### src/ppe_pkg.sv
// Shared constants for the parallel printer port register block
package ppe_pkg;

  // Register indices; byte address is four times the index
  localparam logic [3:0] IDX_DATA     = 4'h0;  // Parallel data
  localparam logic [3:0] IDX_STATUS   = 4'h1;  // Printer status
  localparam logic [3:0] IDX_CONTROL  = 4'h2;  // Control write / readback
  localparam logic [3:0] IDX_EADDR    = 4'h3;  // Enhanced address port
  localparam logic [3:0] IDX_EDATA0   = 4'h4;  // First enhanced data port
  localparam logic [3:0] IDX_MODE     = 4'h8;  // Mode select
  localparam logic [3:0] IDX_IRQ_STAT = 4'h9;  // Sticky event status
  localparam logic [3:0] IDX_IRQ_MASK = 4'ha;  // Event mask

  // Control latch fields
  localparam int CTL_STROBE = 0;
  localparam int CTL_AUTO_LINE_FEED_N = 1;
  localparam int CTL_INIT   = 2;
  localparam int CTL_SELIN  = 3;
  localparam int CTL_IRQON  = 4;
  localparam int CTL_DIR    = 5;

  // Status buffer fields
  localparam int STS_BUS_TIMEOUT_FLAG  = 0;

  // Event bits in the interrupt status and mask registers
  localparam int EV_ACK     = 0;  // Acknowledge rising edge
  localparam int EV_BUS_TIMEOUT_FLAG   = 1;  // Enhanced cycle watchdog expired
  localparam int EV_DONE    = 2;  // Enhanced cycle completed
  localparam int EV_W       = 3;

  // Reset values and forced-high bit masks
  localparam logic [7:0] CTL_RESET   = 8'h00;
  localparam logic [7:0] DATA_RESET  = 8'h00;
  localparam logic [1:0] MODE_RESET  = 2'h0;
  localparam logic [7:0] RB_ONES     = 8'he0;  // Readback bits 7..5 forced high
  localparam logic [7:0] STS_ONES    = 8'h06;  // Status bits 2..1 forced high
  localparam logic [12:0] SYNC_RESET = 13'h0900; // Acknowledge and fault pins idle high

  // Watchdog timing: 10 us at a 50 ns clock period
  localparam int CLK_PERIOD_NS  = 50;
  localparam int WDOG_TIME_NS   = 10000;
  localparam int WDOG_CYCLES    = WDOG_TIME_NS / CLK_PERIOD_NS;

  // Port operating modes
  typedef enum logic [1:0] {
    standard_mode,
    bidirectional_mode,
    enhanced_mode,
    extended_capability_mode
  } ppe_mode_t;

endpackage

### src/ppe_port.sv
// Parallel printer port with enhanced-mode cycles behind an APB slave
//
// Operation
// - Four modes, eight-bit parallel data
// - Four address bits decode eleven registers
// - Enhanced ports answer only in enhanced mode
// - Data read returns printer-side data latch
// - Offset 2 writes latch, reads it back
// - Readback: ones above, five control bits
// - Control latch bit map, turnaround bit 5
// - Enhanced ports map straight onto lines
// - Status shows live inputs, bits 2-1 one
// - Timeout flag set, cleared by writing one
// - Enhanced mode remaps the pin roles
// - Watchdog aborts enhanced cycle after 10 us
// - Cycle starts only while wait is low
// - Turnaround bit sets direction, zero in standard
//
// Design decisions made here: the APB slave port and the address map.
`timescale 1ns/1ps

module ppe_port #(
  parameter int ADDR_W = 6  // APB byte address width
) (
  // Clock and reset
  input  wire logic              clk,
  input  wire logic              rst,
  // APB slave
  input  wire logic              psel,
  input  wire logic              penable,
  input  wire logic              pwrite,
  input  wire logic [ADDR_W-1:0] paddr,
  input  wire logic [31:0]       pwdata,
  output logic      [31:0]       prdata,
  output logic                   pready,
  output logic                   pslverr,
  // Interrupt
  output logic                   irq,
  // Parallel data lines, two-way
  input  wire logic [7:0]        parallel_data_lines_i,
  output logic      [7:0]        parallel_data_lines_o,
  output logic                   parallel_data_lines_oe,
  // Control pins to the peripheral
  output logic                   strobe_pin_n,
  output logic                   feed_pin_n,
  output logic                   select_pin_n,
  output logic                   reinit_pin_n,
  // Status pins from the peripheral
  input  wire logic              busy_pin,
  input  wire logic              ack_pin_n,
  input  wire logic              paper_out,
  input  wire logic              printer_online,
  input  wire logic              fault_pin_n
);

  localparam int SYNC_W = 13;  // Five status pins plus eight data lines
  localparam logic [7:0] WDOG_LIM = 8'(ppe_pkg::WDOG_CYCLES);

  typedef enum logic [2:0] {
    ST_IDLE,
    ST_DONE,
    ST_EPP_WAIT,
    ST_EPP_STROBE
  } ppe_state_t;

  //////////////////////////////////////////////////////////////////////////////
  // Input synchronisers
  logic [SYNC_W-1:0] sync1_reg;  // First stage, read by second stage only
  logic [SYNC_W-1:0] sync2_reg;  // Safe copy
  logic              ack_dly_reg; // Previous safe acknowledge

  // Two flops on every pin that comes from the peripheral
  always_ff @(posedge clk) begin
    if (rst) begin
      // Idle pin levels, so no false acknowledge edge follows reset
      sync1_reg   <= ppe_pkg::SYNC_RESET;
      sync2_reg   <= ppe_pkg::SYNC_RESET;
      ack_dly_reg <= 1'b1;
    end else begin
      sync1_reg   <= {busy_pin, ack_pin_n, paper_out, printer_online, fault_pin_n,
                      parallel_data_lines_i};
      sync2_reg   <= sync1_reg;
      ack_dly_reg <= sync2_reg[11];
    end
  end

  logic       busy_s;       // Busy, also the wait line in enhanced mode
  logic       ack_s;        // Acknowledge, also the interrupt line
  logic [4:0] pins_s;       // Live status pins in buffer order
  logic [7:0] lines_s;      // Data lines as seen from outside
  logic       peripheral_hold_n;
  assign pins_s  = sync2_reg[12:8];
  assign lines_s = sync2_reg[7:0];
  assign busy_s  = sync2_reg[12];
  assign ack_s   = sync2_reg[11];
  assign peripheral_hold_n = busy_s;

  //////////////////////////////////////////////////////////////////////////////
  // Bus decode
  logic [3:0] idx;          // Register index
  logic       access;       // Access phase awaiting an answer
  logic       is_epp_off;   // Offset 3..7
  logic       mapped;       // Any implemented register
  assign idx        = paddr[5:2];
  assign is_epp_off = (idx >= ppe_pkg::IDX_EADDR) && (idx <= 4'h7);
  assign mapped     = (idx <= 4'h7) || (idx == ppe_pkg::IDX_MODE) ||
                      (idx == ppe_pkg::IDX_IRQ_STAT) || (idx == ppe_pkg::IDX_IRQ_MASK);

  typedef ppe_pkg::ppe_mode_t ppe_mode_t;  // Local alias for mode casts

  ppe_state_t        state_reg;
  logic [1:0]        mode_reg;      // Selected operating mode
  logic [7:0]        ctl_reg;       // Control latch
  logic [7:0]        data_reg;      // Printer-side data latch
  logic [7:0]        eport_reg [5]; // Address port and four data ports
  logic              bus_timeout_flag_reg;     // Sticky watchdog flag
  logic [ppe_pkg::EV_W-1:0] ev_reg;   // Sticky events
  logic [ppe_pkg::EV_W-1:0] mask_reg; // Event mask
  logic [7:0]        wdog_reg;      // Watchdog cycle count
  logic              cyc_rd_reg;    // Current cycle is a read
  logic              cyc_addr_reg;  // Current cycle uses the address strobe
  logic [2:0]        cyc_port_reg;  // Which enhanced port
  logic              epp_mode;
  logic              std_mode;
  assign epp_mode = (ppe_mode_t'(mode_reg) == ppe_pkg::enhanced_mode);
  assign std_mode = (ppe_mode_t'(mode_reg) == ppe_pkg::standard_mode);
  assign access   = psel && penable && (state_reg == ST_IDLE);

  logic wr_hit;             // Plain register write this cycle
  assign wr_hit = access && pwrite && mapped && !is_epp_off;

  logic wdog_hit;           // Watchdog expiry this cycle
  assign wdog_hit = ((state_reg == ST_EPP_WAIT) || (state_reg == ST_EPP_STROBE)) &&
                    (wdog_reg == WDOG_LIM - 8'h01);

  logic cyc_done;           // Peripheral released wait, cycle complete
  assign cyc_done = (state_reg == ST_EPP_STROBE) && peripheral_hold_n && !wdog_hit;

  //////////////////////////////////////////////////////////////////////////////
  // Read mux
  logic [7:0] rd_byte;
  always_comb begin
    rd_byte = 8'h00;
    case (idx)
      ppe_pkg::IDX_DATA:     rd_byte = data_reg;
      ppe_pkg::IDX_STATUS:   rd_byte = {pins_s, 3'b000} | ppe_pkg::STS_ONES |
                                       {7'h00, bus_timeout_flag_reg};
      ppe_pkg::IDX_CONTROL:  rd_byte = ppe_pkg::RB_ONES | {3'b000, ctl_reg[4:0]};
      ppe_pkg::IDX_MODE:     rd_byte = {6'h00, mode_reg};
      ppe_pkg::IDX_IRQ_STAT: rd_byte = {5'h00, ev_reg};
      ppe_pkg::IDX_IRQ_MASK: rd_byte = {5'h00, mask_reg};
      default:               rd_byte = 8'h00;
    endcase
  end

  //////////////////////////////////////////////////////////////////////////////
  // Bus and enhanced cycle sequencer
  always_ff @(posedge clk) begin
    if (rst) begin
      state_reg    <= ST_IDLE;
      pready       <= 1'b0;
      pslverr      <= 1'b0;
      prdata       <= 32'h0000_0000;
      wdog_reg     <= 8'h00;
      cyc_rd_reg   <= 1'b0;
      cyc_addr_reg <= 1'b0;
      cyc_port_reg <= 3'h0;
    end else begin
      case (state_reg)
        ST_IDLE: begin
          pready  <= 1'b0;
          pslverr <= 1'b0;
          if (access) begin
            if (is_epp_off && epp_mode) begin
              // Enhanced port: run a cycle on the pins first
              state_reg    <= ST_EPP_WAIT;
              wdog_reg     <= 8'h00;
              cyc_rd_reg   <= !pwrite;
              cyc_addr_reg <= (idx == ppe_pkg::IDX_EADDR);
              cyc_port_reg <= 3'(idx - ppe_pkg::IDX_EADDR);
            end else begin
              // Refuse enhanced ports outside enhanced mode and holes
              state_reg <= ST_DONE;
              pready    <= 1'b1;
              pslverr   <= is_epp_off || !mapped;
              prdata    <= (pwrite || is_epp_off) ? 32'h0000_0000 : {24'h000000, rd_byte};
            end
          end
        end
        ST_EPP_WAIT, ST_EPP_STROBE: begin
          wdog_reg <= wdog_reg + 8'h01;
          if (wdog_hit) begin
            // Abort: release strobes, answer with an error
            state_reg <= ST_DONE;
            pready    <= 1'b1;
            pslverr   <= 1'b1;
            prdata    <= 32'h0000_0000;
          end else if (state_reg == ST_EPP_WAIT) begin
            // Start only while the peripheral holds wait low
            if (!peripheral_hold_n) begin
              state_reg <= ST_EPP_STROBE;
            end
          end else if (cyc_done) begin
            state_reg <= ST_DONE;
            pready    <= 1'b1;
            prdata    <= cyc_rd_reg ? {24'h000000, lines_s} : 32'h0000_0000;
          end
        end
        ST_DONE: begin
          // Answer stands one cycle, then back to idle
          state_reg <= ST_IDLE;
          pready    <= 1'b0;
          pslverr   <= 1'b0;
        end
        default: begin
          state_reg <= ST_IDLE;
          pready    <= 1'b0;
          pslverr   <= 1'b0;
        end
      endcase
    end
  end

  //////////////////////////////////////////////////////////////////////////////
  // Software registers
  always_ff @(posedge clk) begin
    if (rst) begin
      mode_reg <= ppe_pkg::MODE_RESET;
      ctl_reg  <= ppe_pkg::CTL_RESET;
      data_reg <= ppe_pkg::DATA_RESET;
      mask_reg <= '0;
    end else begin
      if (wr_hit && idx == ppe_pkg::IDX_DATA) begin
        data_reg <= pwdata[7:0];
      end
      if (wr_hit && idx == ppe_pkg::IDX_CONTROL) begin
        ctl_reg <= pwdata[7:0];
        if (std_mode) begin
          ctl_reg[ppe_pkg::CTL_DIR] <= 1'b0;
        end
      end else if (std_mode) begin
        // Turnaround ignored and held low in standard mode
        ctl_reg[ppe_pkg::CTL_DIR] <= 1'b0;
      end
      if (wr_hit && idx == ppe_pkg::IDX_MODE) begin
        mode_reg <= pwdata[1:0];
      end
      if (wr_hit && idx == ppe_pkg::IDX_IRQ_MASK) begin
        mask_reg <= pwdata[ppe_pkg::EV_W-1:0];
      end
    end
  end

  // Enhanced port contents: last byte written or read back
  always_ff @(posedge clk) begin
    if (rst) begin
      for (int i = 0; i < 5; i++) begin
        eport_reg[i] <= 8'h00;
      end
    end else if (access && pwrite && is_epp_off && epp_mode) begin
      eport_reg[3'(idx - ppe_pkg::IDX_EADDR)] <= pwdata[7:0];
    end else if (cyc_done && cyc_rd_reg) begin
      eport_reg[cyc_port_reg] <= lines_s;
    end
  end

  //////////////////////////////////////////////////////////////////////////////
  // Timeout flag and interrupt events; a set wins over a same-cycle clear
  logic [ppe_pkg::EV_W-1:0] ev_set;
  assign ev_set = {cyc_done, wdog_hit, ack_s && !ack_dly_reg && ctl_reg[ppe_pkg::CTL_IRQON]};

  always_ff @(posedge clk) begin
    if (rst) begin
      bus_timeout_flag_reg <= 1'b0;
      ev_reg    <= '0;
      irq       <= 1'b0;
    end else begin
      if (wdog_hit) begin
        bus_timeout_flag_reg <= 1'b1;
      end else if (wr_hit && idx == ppe_pkg::IDX_STATUS && pwdata[ppe_pkg::STS_BUS_TIMEOUT_FLAG]) begin
        bus_timeout_flag_reg <= 1'b0;
      end
      if (wr_hit && idx == ppe_pkg::IDX_IRQ_STAT) begin
        ev_reg <= (ev_reg & ~pwdata[ppe_pkg::EV_W-1:0]) | ev_set;
      end else begin
        ev_reg <= ev_reg | ev_set;
      end
      irq <= |(ev_reg & mask_reg);
    end
  end

  //////////////////////////////////////////////////////////////////////////////
  // Pin drivers; enhanced cycles take over strobe, feed and select
  always_ff @(posedge clk) begin
    if (rst) begin
      strobe_pin_n           <= 1'b1;
      feed_pin_n             <= 1'b1;
      select_pin_n           <= 1'b1;
      reinit_pin_n           <= 1'b1;
      parallel_data_lines_o  <= 8'h00;
      parallel_data_lines_oe <= 1'b0;
    end else begin
      reinit_pin_n <= ctl_reg[ppe_pkg::CTL_INIT];
      if (state_reg == ST_EPP_STROBE && !wdog_hit && !cyc_done ||
          state_reg == ST_EPP_WAIT && !peripheral_hold_n && !wdog_hit) begin
        strobe_pin_n           <= cyc_rd_reg;
        feed_pin_n             <= cyc_addr_reg;
        select_pin_n           <= !cyc_addr_reg;
        parallel_data_lines_o  <= eport_reg[cyc_port_reg];
        parallel_data_lines_oe <= !cyc_rd_reg;
      end else begin
        // Idle pins follow the control and data latches
        strobe_pin_n           <= !ctl_reg[ppe_pkg::CTL_STROBE];
        feed_pin_n             <= !ctl_reg[ppe_pkg::CTL_AUTO_LINE_FEED_N];
        select_pin_n           <= !ctl_reg[ppe_pkg::CTL_SELIN];
        parallel_data_lines_o  <= data_reg;
        parallel_data_lines_oe <= std_mode || !ctl_reg[ppe_pkg::CTL_DIR];
      end
    end
  end

  //////////////////////////////////////////////////////////////////////////////
  // Checks
  status_ones_a: assert property (@(posedge clk) disable iff (rst)
    pready && !pwrite && idx == ppe_pkg::IDX_STATUS && !pslverr |-> prdata[2:1] == 2'b11)
    else $error("status bits 2..1 not one");

  readback_a: assert property (@(posedge clk) disable iff (rst)
    pready && !pwrite && idx == ppe_pkg::IDX_CONTROL |-> prdata[7:0] == {3'b111, ctl_reg[4:0]})
    else $error("control readback wrong");

  dir_std_a: assert property (@(posedge clk) disable iff (rst)
    std_mode && $past(std_mode) |-> !ctl_reg[ppe_pkg::CTL_DIR])
    else $error("turnaround set in standard mode");

  epp_refuse_a: assert property (@(posedge clk) disable iff (rst)
    access && is_epp_off && !epp_mode |=> pready && pslverr)
    else $error("enhanced port answered outside enhanced mode");

  wait_start_a: assert property (@(posedge clk) disable iff (rst)
    $rose(state_reg == ST_EPP_STROBE) |-> !$past(peripheral_hold_n))
    else $error("cycle started while wait high");

  wdog_abort_a: assert property (@(posedge clk) disable iff (rst)
    $rose(state_reg == ST_EPP_WAIT) |-> ##[1:200] (state_reg == ST_DONE))
    else $error("enhanced cycle not ended by watchdog");

  bus_timeout_flag_set_a: assert property (@(posedge clk) disable iff (rst)
    wdog_hit |=> bus_timeout_flag_reg && pslverr)
    else $error("timeout flag not set");

  bus_timeout_flag_clr_a: assert property (@(posedge clk) disable iff (rst)
    wr_hit && idx == ppe_pkg::IDX_STATUS && !pwdata[0] && bus_timeout_flag_reg |=> bus_timeout_flag_reg)
    else $error("writing zero cleared timeout");

  irq_level_a: assert property (@(posedge clk) disable iff (rst)
    |(ev_reg & mask_reg) |=> irq)
    else $error("interrupt not raised");

  irq_clear_a: assert property (@(posedge clk) disable iff (rst)
    !(|(ev_reg & mask_reg)) |=> !irq)
    else $error("interrupt stuck high");

  pready_pulse_a: assert property (@(posedge clk) disable iff (rst)
    pready |=> !pready)
    else $error("bus answer stood over one cycle");

  ack_event_a: assert property (@(posedge clk) disable iff (rst)
    ack_s && !ack_dly_reg && ctl_reg[ppe_pkg::CTL_IRQON] |=> ev_reg[ppe_pkg::EV_ACK])
    else $error("acknowledge event lost");

endmodule

### config.mk
export PLATFORM = sky130hd
export DESIGN_NAME = ppe_port
export DESIGN_NICKNAME = d
export VERILOG_FILES = /design/src/ppe_pkg.sv /design/src/ppe_port.sv
export SDC_FILE = /design/constraint.sdc
export NUM_CORES = 1
export LEC_CHECK = 0
export ABC_CLOCK_PERIOD_IN_PS = 2980
export BUFFER_PORTS_ARGS = -buffer_cell sky130_fd_sc_hd__buf_2
export CORE_MARGIN = 2
export CORE_UTILIZATION = 30
export CTS_BUF_LIST = sky130_fd_sc_hd__clkbuf_4
export DETAILED_ROUTE_END_ITERATION = 12
export PLACE_DENSITY = 0.52
export SETUP_SLACK_MARGIN = 0.3
export SLEW_MARGIN = 20
export SYNTH_ARGS = -nofsm -noshare
export SYNTH_HDL_FRONTEND = slang
export SYNTH_SLANG_ARGS = --single-unit
### constraint.sdc
create_clock -name clk -period 2.98 [get_ports clk]
set_clock_uncertainty 0.15 [all_clocks]
set_input_delay 0.894 -clock clk [delete_from_list [all_inputs] [get_ports clk]]
set_output_delay 0.894 -clock clk [all_outputs]
set_load 0.02 [all_outputs]
; Word level (Yosys, flattened, before mapping)
; Memories as Yosys holds them, arrays and structs flattened. A register that Yosys moved wholly into a read port is not among the register bits.
; Cells that the tools add are included.
[totals]
ff_bits = 114
mem_bits_rw = 40
word_cells = 173
input_bits = 56
memories = 1
[op_classes]
addsub = 2
n_lt_le_gt_ge = 2
muxes = 57
bitwise = 6
eq_ne = 18
n_reduce_logical = 62
[mem_list]
columns = memory, words, width, rd, rd_clocked_by_memory_dff, wr, line
row1 = eport_reg, 5, 8, 1, 1, 5, ppe_port.sv:115  ; logic [7:0] eport_reg [5];
[ops]
columns = op, count
row1 = $mux 32, 5
row2 = $pmux 32 s2, 1
row3 = $mux 8, 7
row4 = $pmux 8 s6, 1
row5 = $mux 3, 10
row6 = $mux 1, 28
row7 = $logic_and 1x1->1, 26
row8 = $pmux 8 s2, 1
row9 = $reduce_or 8->1, 2
row10 = $logic_not 1->1, 13
row11 = $eq 4x4->1 const B, 3
row12 = $reduce_and 3->1, 3
row13 = $add 8x1->8 const B, 1
row14 = $eq 4x2->1 const B, 2
row15 = $eq 8x8->1 const B, 1
row16 = $logic_or 1x1->1, 8
row17 = $ne 4x4->1 const B, 2
row18 = $or 8x1->8, 1
row19 = $and 3x3->3, 2
row20 = $eq 3x2->1 const B, 2
row21 = $ne 2x2->1 const B, 3
row22 = $ne 3x3->1 const B, 2
row23 = $or 3x3->3, 2
row24 = $pmux 3 s2, 1
row25 = 17 further kinds, 20

; Longest topological paths before layout
; Gate-level depths: netlist of run 1.
[depth]
depth_word = 12
depth_mapped = 8

; Worst setup path after synthesis of run 1
; OpenSTA, ideal clock, no wires.
[synth_path]
path_kind = input to register
start = input paddr[2]
end = memory eport_reg[5][0] (enable)
setup_time_ns = 0.375
setup_slack_ns = -0.196
n_path_buf = 2
t_arrival_ns = 2.651
t_required_ns = 2.455
path_stages = 7
path_cell_list = ha_1 -> buf_2 -> o21ba_2 -> buf_6 -> nand2_1 -> or4_1 -> a21oi_1
[synth_lines]
columns = element, line
row1 = "start, declared", ppe_port.sv:32  ; input wire logic [ADDR_W-1:0] paddr,
row2 = "end, declared", ppe_port.sv:115

==> results.ini, run 1 <==
[final_layout]
fin_nets=721
stdcell_count=993
largest_register_ffs=64
area_delta_synth_final_pct=15.7
utilization_pct=35.1
nFillCells=2323
layout-drive-gt1-share_pct=26.7

[global_routing]
grt-ovfl-total=0
grt_usage_pct=15.8
grt_pass1_vias=4974
grt_pass1_wl_um=29300
grt_max_degree=46
antenna_found_initial=1

[routing]
wl_per_cell_um=19.1
postRouteWirelength_um=18900
drtIter0Drc=482
vias=5068
ant_nets=0
drc=0
vias_per_cell=5.10
dr.pass1.iters=5

[place]
post-place-cells=960
place_hpwl_um=13400
portBuffers=53
routabilityCongestion=0.833

[timing]
drv_slew=0
max_freq_ghz=0.410
finalHoldViolCount=0
worstMarginPinSlew_ns=0.811
tns_ns=0
timing.hold.ws_ns=0.282
post-route-min-period_ns=2.44
finalSetupViolCount=0
fin_crit_sh_pct=81.9
rsz0062_at_grt=false
maxSlewHeadroom_pct=45.9

[critical_path]
reg2regPathDepth=7
critical_path_class=reg -> reg
endpoint=eport_reg[7][4]$_DFFE_PP_
worstPathArrival_ns=2.58
r2r_start=wdog_reg[0]$_SDFFE_PP0P_
crit_path_end_kind=register
worstSetupStartpoint=wdog_reg[0]$_SDFFE_PP0P_
rrSetupSlack_ns=0.54
r2r_end=eport_reg[7][4]$_DFFE_PP_
cp.required_ns=3.12
cp-start-kind=register
cp_max_fo=14

[run]
maxCapViolCount=0

[synthesis]
synth_edf_count=64
syn_inst=600
ys_seq_area_share_pct=53.1
yosys.area.top_type_share_pct=27.1
synth-seq-cells=156
yosys-top-cells-area=edfxtp_1, dfxtp_1, a32o_1, mux4_2, mux2i_1
synthArstFlopShare_pct=0
netlist.top_cell.by_area=edfxtp_1
synth.avg_cell_area_um2=11.8
yosysWarnings=0
synth_cell_types=63
ys_top_cells_by_count=dfxtp_1, edfxtp_1, nor2_1
synth_most_common_cell=dfxtp_1
syn-cell-area_um2=7090
ys.flop_type=dfxtp_1

[power_and_ir_drop]
p_per_area_nw_per_um2=482
ir_drop_v=0.000171
power_uw=3950
power.leakage_uw=0.00296

[floorplan]
die_area_um2=24900
core_area_um2=23300
die_w_um=158
ios=104
dieHeight_um=158
start_util_pct=30.4
num_rows=56

[clock_network]
insertion_delay_ns=0.58
numCtsBuffers=17
clk_path_buf_depth=2
path_clk_slew_ns=0.12
cts.sinks=156
htreeDepth=4
cts_tree=done
cts_root_buf=clkbuf_4

[worst_hold_path]
hp-class=reg -> reg

[run_status]
status=complete, no violations

==> worst max-delay path, stage by stage (launching register included) <==
cell      delay [ns]
dfxtp_1         0.38
ha_1            0.30
and4bb_2        0.30
a21oi_2         0.20
buf_4           0.24
nand4_1         0.18
o22ai_2         0.18
buf_4           0.22
==> routing by layer <==
metal / track usage (%) / part of all wire, %
met1: 21.4 / 46
met2: 24.5 / 45
met3: 4.19 / 6.8
met4: 5.32 / 2.3
met5: 0 / 0
==> kinds of logic (layout without fill, tap and decap cells) <==
kind of cell / Yosys count / count (layout) / synth area share [%]
DFF: 156 / 156 / 53.1
and+or+nand+nor: 155 / 155 / 13.2
AOI/OAI and AO/OA: 142 / 142 / 15.6
buffers and inverters: 85 / 135 / 6.30
muxes: 54 / 54 / 10.6
adders and majority gates: 5 / 5 / 0.882
xor gates and xnor gates: 2 / 2 / 0.247
other: 1 / 25 / 0.0529
==> layout by cell type, fill, tap and decap left out, types with 9 or more instances in the layout <==
cell type  count
conb_1        24
nand2_1       13
o21ai_0       15
a211oi_1      20
edfxtp_1      64
mux4_2        16
nor2b_1       25
dfxtp_1       92
a32o_1        41
nor2_1        43
inv_1         12
nand3_1        9
buf_2         53
buf_4         34
a21oi_1       22
mux2i_1       32
or2_2          9
clkbuf_4      19
nand4_1       10
==> power by group <==
group	leakage [uW]	internal [uW]	switching [uW]	total, uW
clock	0.000156	591	760	1350
combinational	0.00142	103	201	304
sequential	0.00138	2260	32.3	2300
total	0.00296	2960	993	3950
==> per-stage QoR <==
stage,worst slack [ns],area (um2)
global route,0.364,8200
finish,0.541,8200
CTS,0.384,8190
detailed placement,0.0930,7900
global placement,0.103,7900
floorplan,0.249,7310
==> final cells by class <==
type	count	area (um2)	share of cell area [%]
well taps	319	399	4.87
clock inverters	13	150	1.83
multi-input cells	382	3100	37.8
repair buffers	91	601	7.32
clock buffers	19	143	1.74
diodes	1	2.50	0.0305
flip-flops and latches	156	3760	45.9
inverters	12	45.0	0.549
==> timing repair <==
item / CTS / global route
setup buffers: 0 / 0
gates resized for setup: 0 / 1
setup endpoints to repair: 0 / 16
hold buffers: 0 / 0
==> worst min path at each step <==
stage	startpoint	end	slack, ns	cells past startpoint
2_1_floorplan	sync1_reg[11]$_SDFF_PP1_	sync2_reg[11]$_SDFF_PP1_	0.24	1
3_3_place_gp	sync1_reg[11]$_SDFF_PP1_	sync2_reg[11]$_SDFF_PP1_	0.26	1
3_5_place_dp	sync1_reg[11]$_SDFF_PP1_	sync2_reg[11]$_SDFF_PP1_	0.26	1
4_1_cts	sync1_reg[11]$_SDFF_PP1_	sync2_reg[11]$_SDFF_PP1_	0.29	1
5_1_grt	ack_pin_n	sync1_reg[11]$_SDFF_PP1_	0.31	2
6_report	sync1_reg[11]$_SDFF_PP1_	sync2_reg[11]$_SDFF_PP1_	0.28	1
Note: power is estimated with default switching activity, not from simulation.
==> run 2, diff against run 1 <==
--- a/config.mk
+++ b/config.mk
@@ -5,13 +5,14 @@
 export SDC_FILE = /design/constraint.sdc
 export NUM_CORES = 1
 export LEC_CHECK = 0
-export ABC_CLOCK_PERIOD_IN_PS = 2980
+export ABC_AREA = 1
+export ABC_CLOCK_PERIOD_IN_PS = 2500
 export BUFFER_PORTS_ARGS = -buffer_cell sky130_fd_sc_hd__buf_2
 export CORE_MARGIN = 2
 export CORE_UTILIZATION = 30
 export CTS_BUF_LIST = sky130_fd_sc_hd__clkbuf_4
 export DETAILED_ROUTE_END_ITERATION = 12
-export PLACE_DENSITY = 0.52
+export PLACE_DENSITY = 0.5
 export SETUP_SLACK_MARGIN = 0.3
 export SLEW_MARGIN = 20
 export SYNTH_ARGS = -nofsm -noshare
==> constraint.sdc (replaced) <==
create_clock -name clk -period 2.5 [get_ports clk]
set_clock_uncertainty 0.15 [all_clocks]
set_input_delay 0.75 -clock clk [delete_from_list [all_inputs] [get_ports clk]]
set_output_delay 0.75 -clock clk [all_outputs]
set_load 0.02 [all_outputs]
==> run 2 against run 1 <==
Synthesized cell count grew 43%. Power rose by 30%. Non-clock buffer count increased by 22. Die area up 3.8%. Flip-flop and latch count is the same. Clock power rose by 21%. Largest power group unchanged.
==> results.ini, run 2 <==
[run_status]
status=complete, no violations

[final_layout]
final_area_um2=8870  ; +8.2%
fin_nets=1010  ; +40%
largest_register_ffs=64  ; unchanged
n_antenna_cell=0  ; -1
utilization_pct=36.7  ; +1.6 points
layout-drive-gt1-share_pct=25.2  ; -1.6 points
area_delta_synth_final_pct=20.5
final_common_cell=nand2_1
layout_common_cells=nand2_1, nor2_1, dfxtp_1, inv_1, edfxtp_1

[timing]
drv_slew=0  ; unchanged
fin_crit_sh_pct=84.3  ; +2.4 points
maxSlewHeadroom_pct=54.5  ; +8.7 points
tns_ns=0  ; unchanged
worstMarginPinSlew_ns=0.682  ; -0.129 ns
max_freq_ghz=0.475  ; +16%
post-route-min-period_ns=2.11  ; -0.333 ns
worst_slack_ns=0.394  ; -0.147 ns
rsz0062_at_grt=false
finalSetupViolCount=0  ; unchanged
finalHoldViolCount=0  ; unchanged

[critical_path]
worstPathArrival_ns=2.27  ; -0.31 ns
cp-start-kind=register
slowest_stage=dfxtp_4
critPathTopFamily=simple AND/OR/NAND/NOR gates
worstSetupStartpoint=wdog_reg[0]$_SDFFE_PP0P_
critical_path_class=reg -> reg
r2r_start=wdog_reg[0]$_SDFFE_PP0P_
cp.required_ns=2.66  ; -0.46 ns
crit_path_end_kind=register
crit_chain=ha_4, nand2_1, nor2_1, nand2_2, nand4_4, buf_6, clkbuf_16, o21ai_4, nor3_1
cp_max_fo=8  ; -6
critPathMaxStageDelay_ns=0.39  ; about the same
critPathBufInv=2  ; unchanged

[power_and_ir_drop]
p_per_area_nw_per_um2=580  ; +20%
ir_drop_v=0.000333  ; +95%
power.leakage_uw=0.00358  ; +21%
power_uw=5150  ; +30%

[global_routing]
grt_pass1_vias=5644  ; +13%
grt-ovfl-total=0  ; unchanged
grt_usage_pct=15.0  ; -0.79 points
antenna_found_initial=0  ; -1
grt_max_degree=63  ; +37%
grt_pass1_wl_um=30200  ; +2.9%

[synthesis]
synth_cell_types=40  ; -37%
synth.avg_cell_area_um2=8.59  ; -27%
synth-seq-cells=156  ; unchanged
synthArstFlopShare_pct=0  ; unchanged
ys_seq_area_share_pct=51.1  ; -2.0 points
netlist.top_cell.by_area=edfxtp_1
syn_inst=857  ; +43%
ys_top_cells_by_count=nand2_1, nor2_1, dfxtp_1
yosys-top-cells-area=edfxtp_1, dfxtp_1, nand2_1, nor2_1, nor3_2
synth_edf_count=64  ; unchanged
syn-cell-area_um2=7360  ; +3.9%
synth_most_common_cell=nand2_1
yosys.area.top_type_share_pct=26.1  ; -1.0 points
yosysWarnings=0  ; unchanged
ys.flop_type=dfxtp_1

[worst_hold_path]
hp-class=in -> reg
hold_start=ack_pin_n

[clock_network]
cts_root_buf=clkbuf_4
cts_hold_buf=0  ; unchanged
insertion_delay_ns=0.56  ; -0.02 ns
cts.sinks=156  ; unchanged
cts_tree=done
numCtsBuffers=17  ; unchanged
htreeDepth=4  ; unchanged
clk_path_buf_depth=2  ; unchanged
path_clk_slew_ns=0.14  ; +0.02 ns

[routing]
vias_per_cell=4.54  ; -11%
postRouteWirelength_um=18700  ; -1.3%
vias=5836  ; +15%
drtIter0Drc=466  ; -3.3%
wl_per_cell_um=14.5  ; -24%
dr.pass1.iters=5  ; unchanged
drc=0  ; unchanged
ant_nets=0  ; unchanged

[floorplan]
start_util_pct=30.5  ; +0.077 points
ios=104  ; unchanged
die_w_um=161  ; +1.9%
num_rows=57  ; +1.8%
die_area_um2=25800  ; +3.8%
dieHeight_um=161  ; +1.9%
core_area_um2=24200  ; +3.6%

[place]
dp_slack_ns=-0.0267  ; -0.120 ns
portBuffers=53  ; unchanged
routabilityCongestion=0.878  ; +5.5%
placed_area_um2=8340  ; +5.5%
place_hpwl_um=13400  ; +0.51%

[run]
maxCapViolCount=0  ; unchanged

run 2: cell count changes after synthesis, sizes merged, moves of 32 or more:
cell,change
a32o,-41
nor2,+64
o21ai,+62
mux2i,-32
inv,+79
nand3,+39
nand2,+156
nor3,+33
run 2: per-layer routing:
metal,part of all wire [%],global-route usage [%],vias up
li1,-,-,2960
met1,49,21.2,2719
met2,45,23.5,143
met3,4.3,3.33,14
met4,1.2,3.73,0
met5,0,0,-
run 2: cell families (layout without fill, tap and decap cells):
| family | count (synthesis) | in the layout | synth area share (%) |
|---|---|---|---|
| flops | 156 | 156 | 51.1 |
| compound gates | 147 | 147 | 11.7 |
| buf+inv | 155 | 237 | 10.2 |
| fa+ha+maj | 5 | 5 | 0.849 |
| xor+xnor | 2 | 2 | 0.238 |
| simple gates | 391 | 391 | 25.9 |
| other cells | 1 | 24 | 0.0509 |
run 2: final cells by class:
type	instances	area, um2
Clock buffer	17	128
Clock inverter	15	179
Timing Repair Buffer	113	941
Tap cell	324	405
Sequential cell	156	3770
Fill cell	2497	15300
Multi-Input combinational cell	569	3100
Inverter	92	347
run 2: path summary, 6_finish.rpt:
path / endpoint / cells past startpoint / slack, ns
worst min register to register: sync2_reg[2]$_SDFF_PP0_ / 2 / 0.26
worst max-delay path: eport_reg[4][1]$_SDFFCE_PN0P_ / 9 / 0.39
worst min-delay path: sync1_reg[11]$_SDFF_PP1_ / 2 / 0.22
worst max register to register: eport_reg[4][1]$_SDFFCE_PN0P_ / 9 / 0.39
run 2: per-stage QoR:
stage / hold WS [ns] / instances
3_5_place_dp: 0.244 / 1243
2_1_floorplan: 0.238 / 880
3_3_place_gp: 0.244 / 1243
6_report: 0.218 / 1286
5_1_grt: 0.156 / 1286
4_1_cts: 0.166 / 1278
run 2: power by group:
| group | total (uW) | switching [uW] | internal (uW) |
|---|---|---|---|
| sequential | 2800 | 55.9 | 2740 |
| clock | 1640 | 1020 | 626 |
| combinational | 706 | 468 | 238 |
| total | 5150 | 1540 | 3600 |
run 2: what timing repair did:
item	CTS	global route
setup buffers	3	7
resized for setup	4	14
endpoints found under the setup margin	98	128
cloned	0	1
pin swaps	3	7
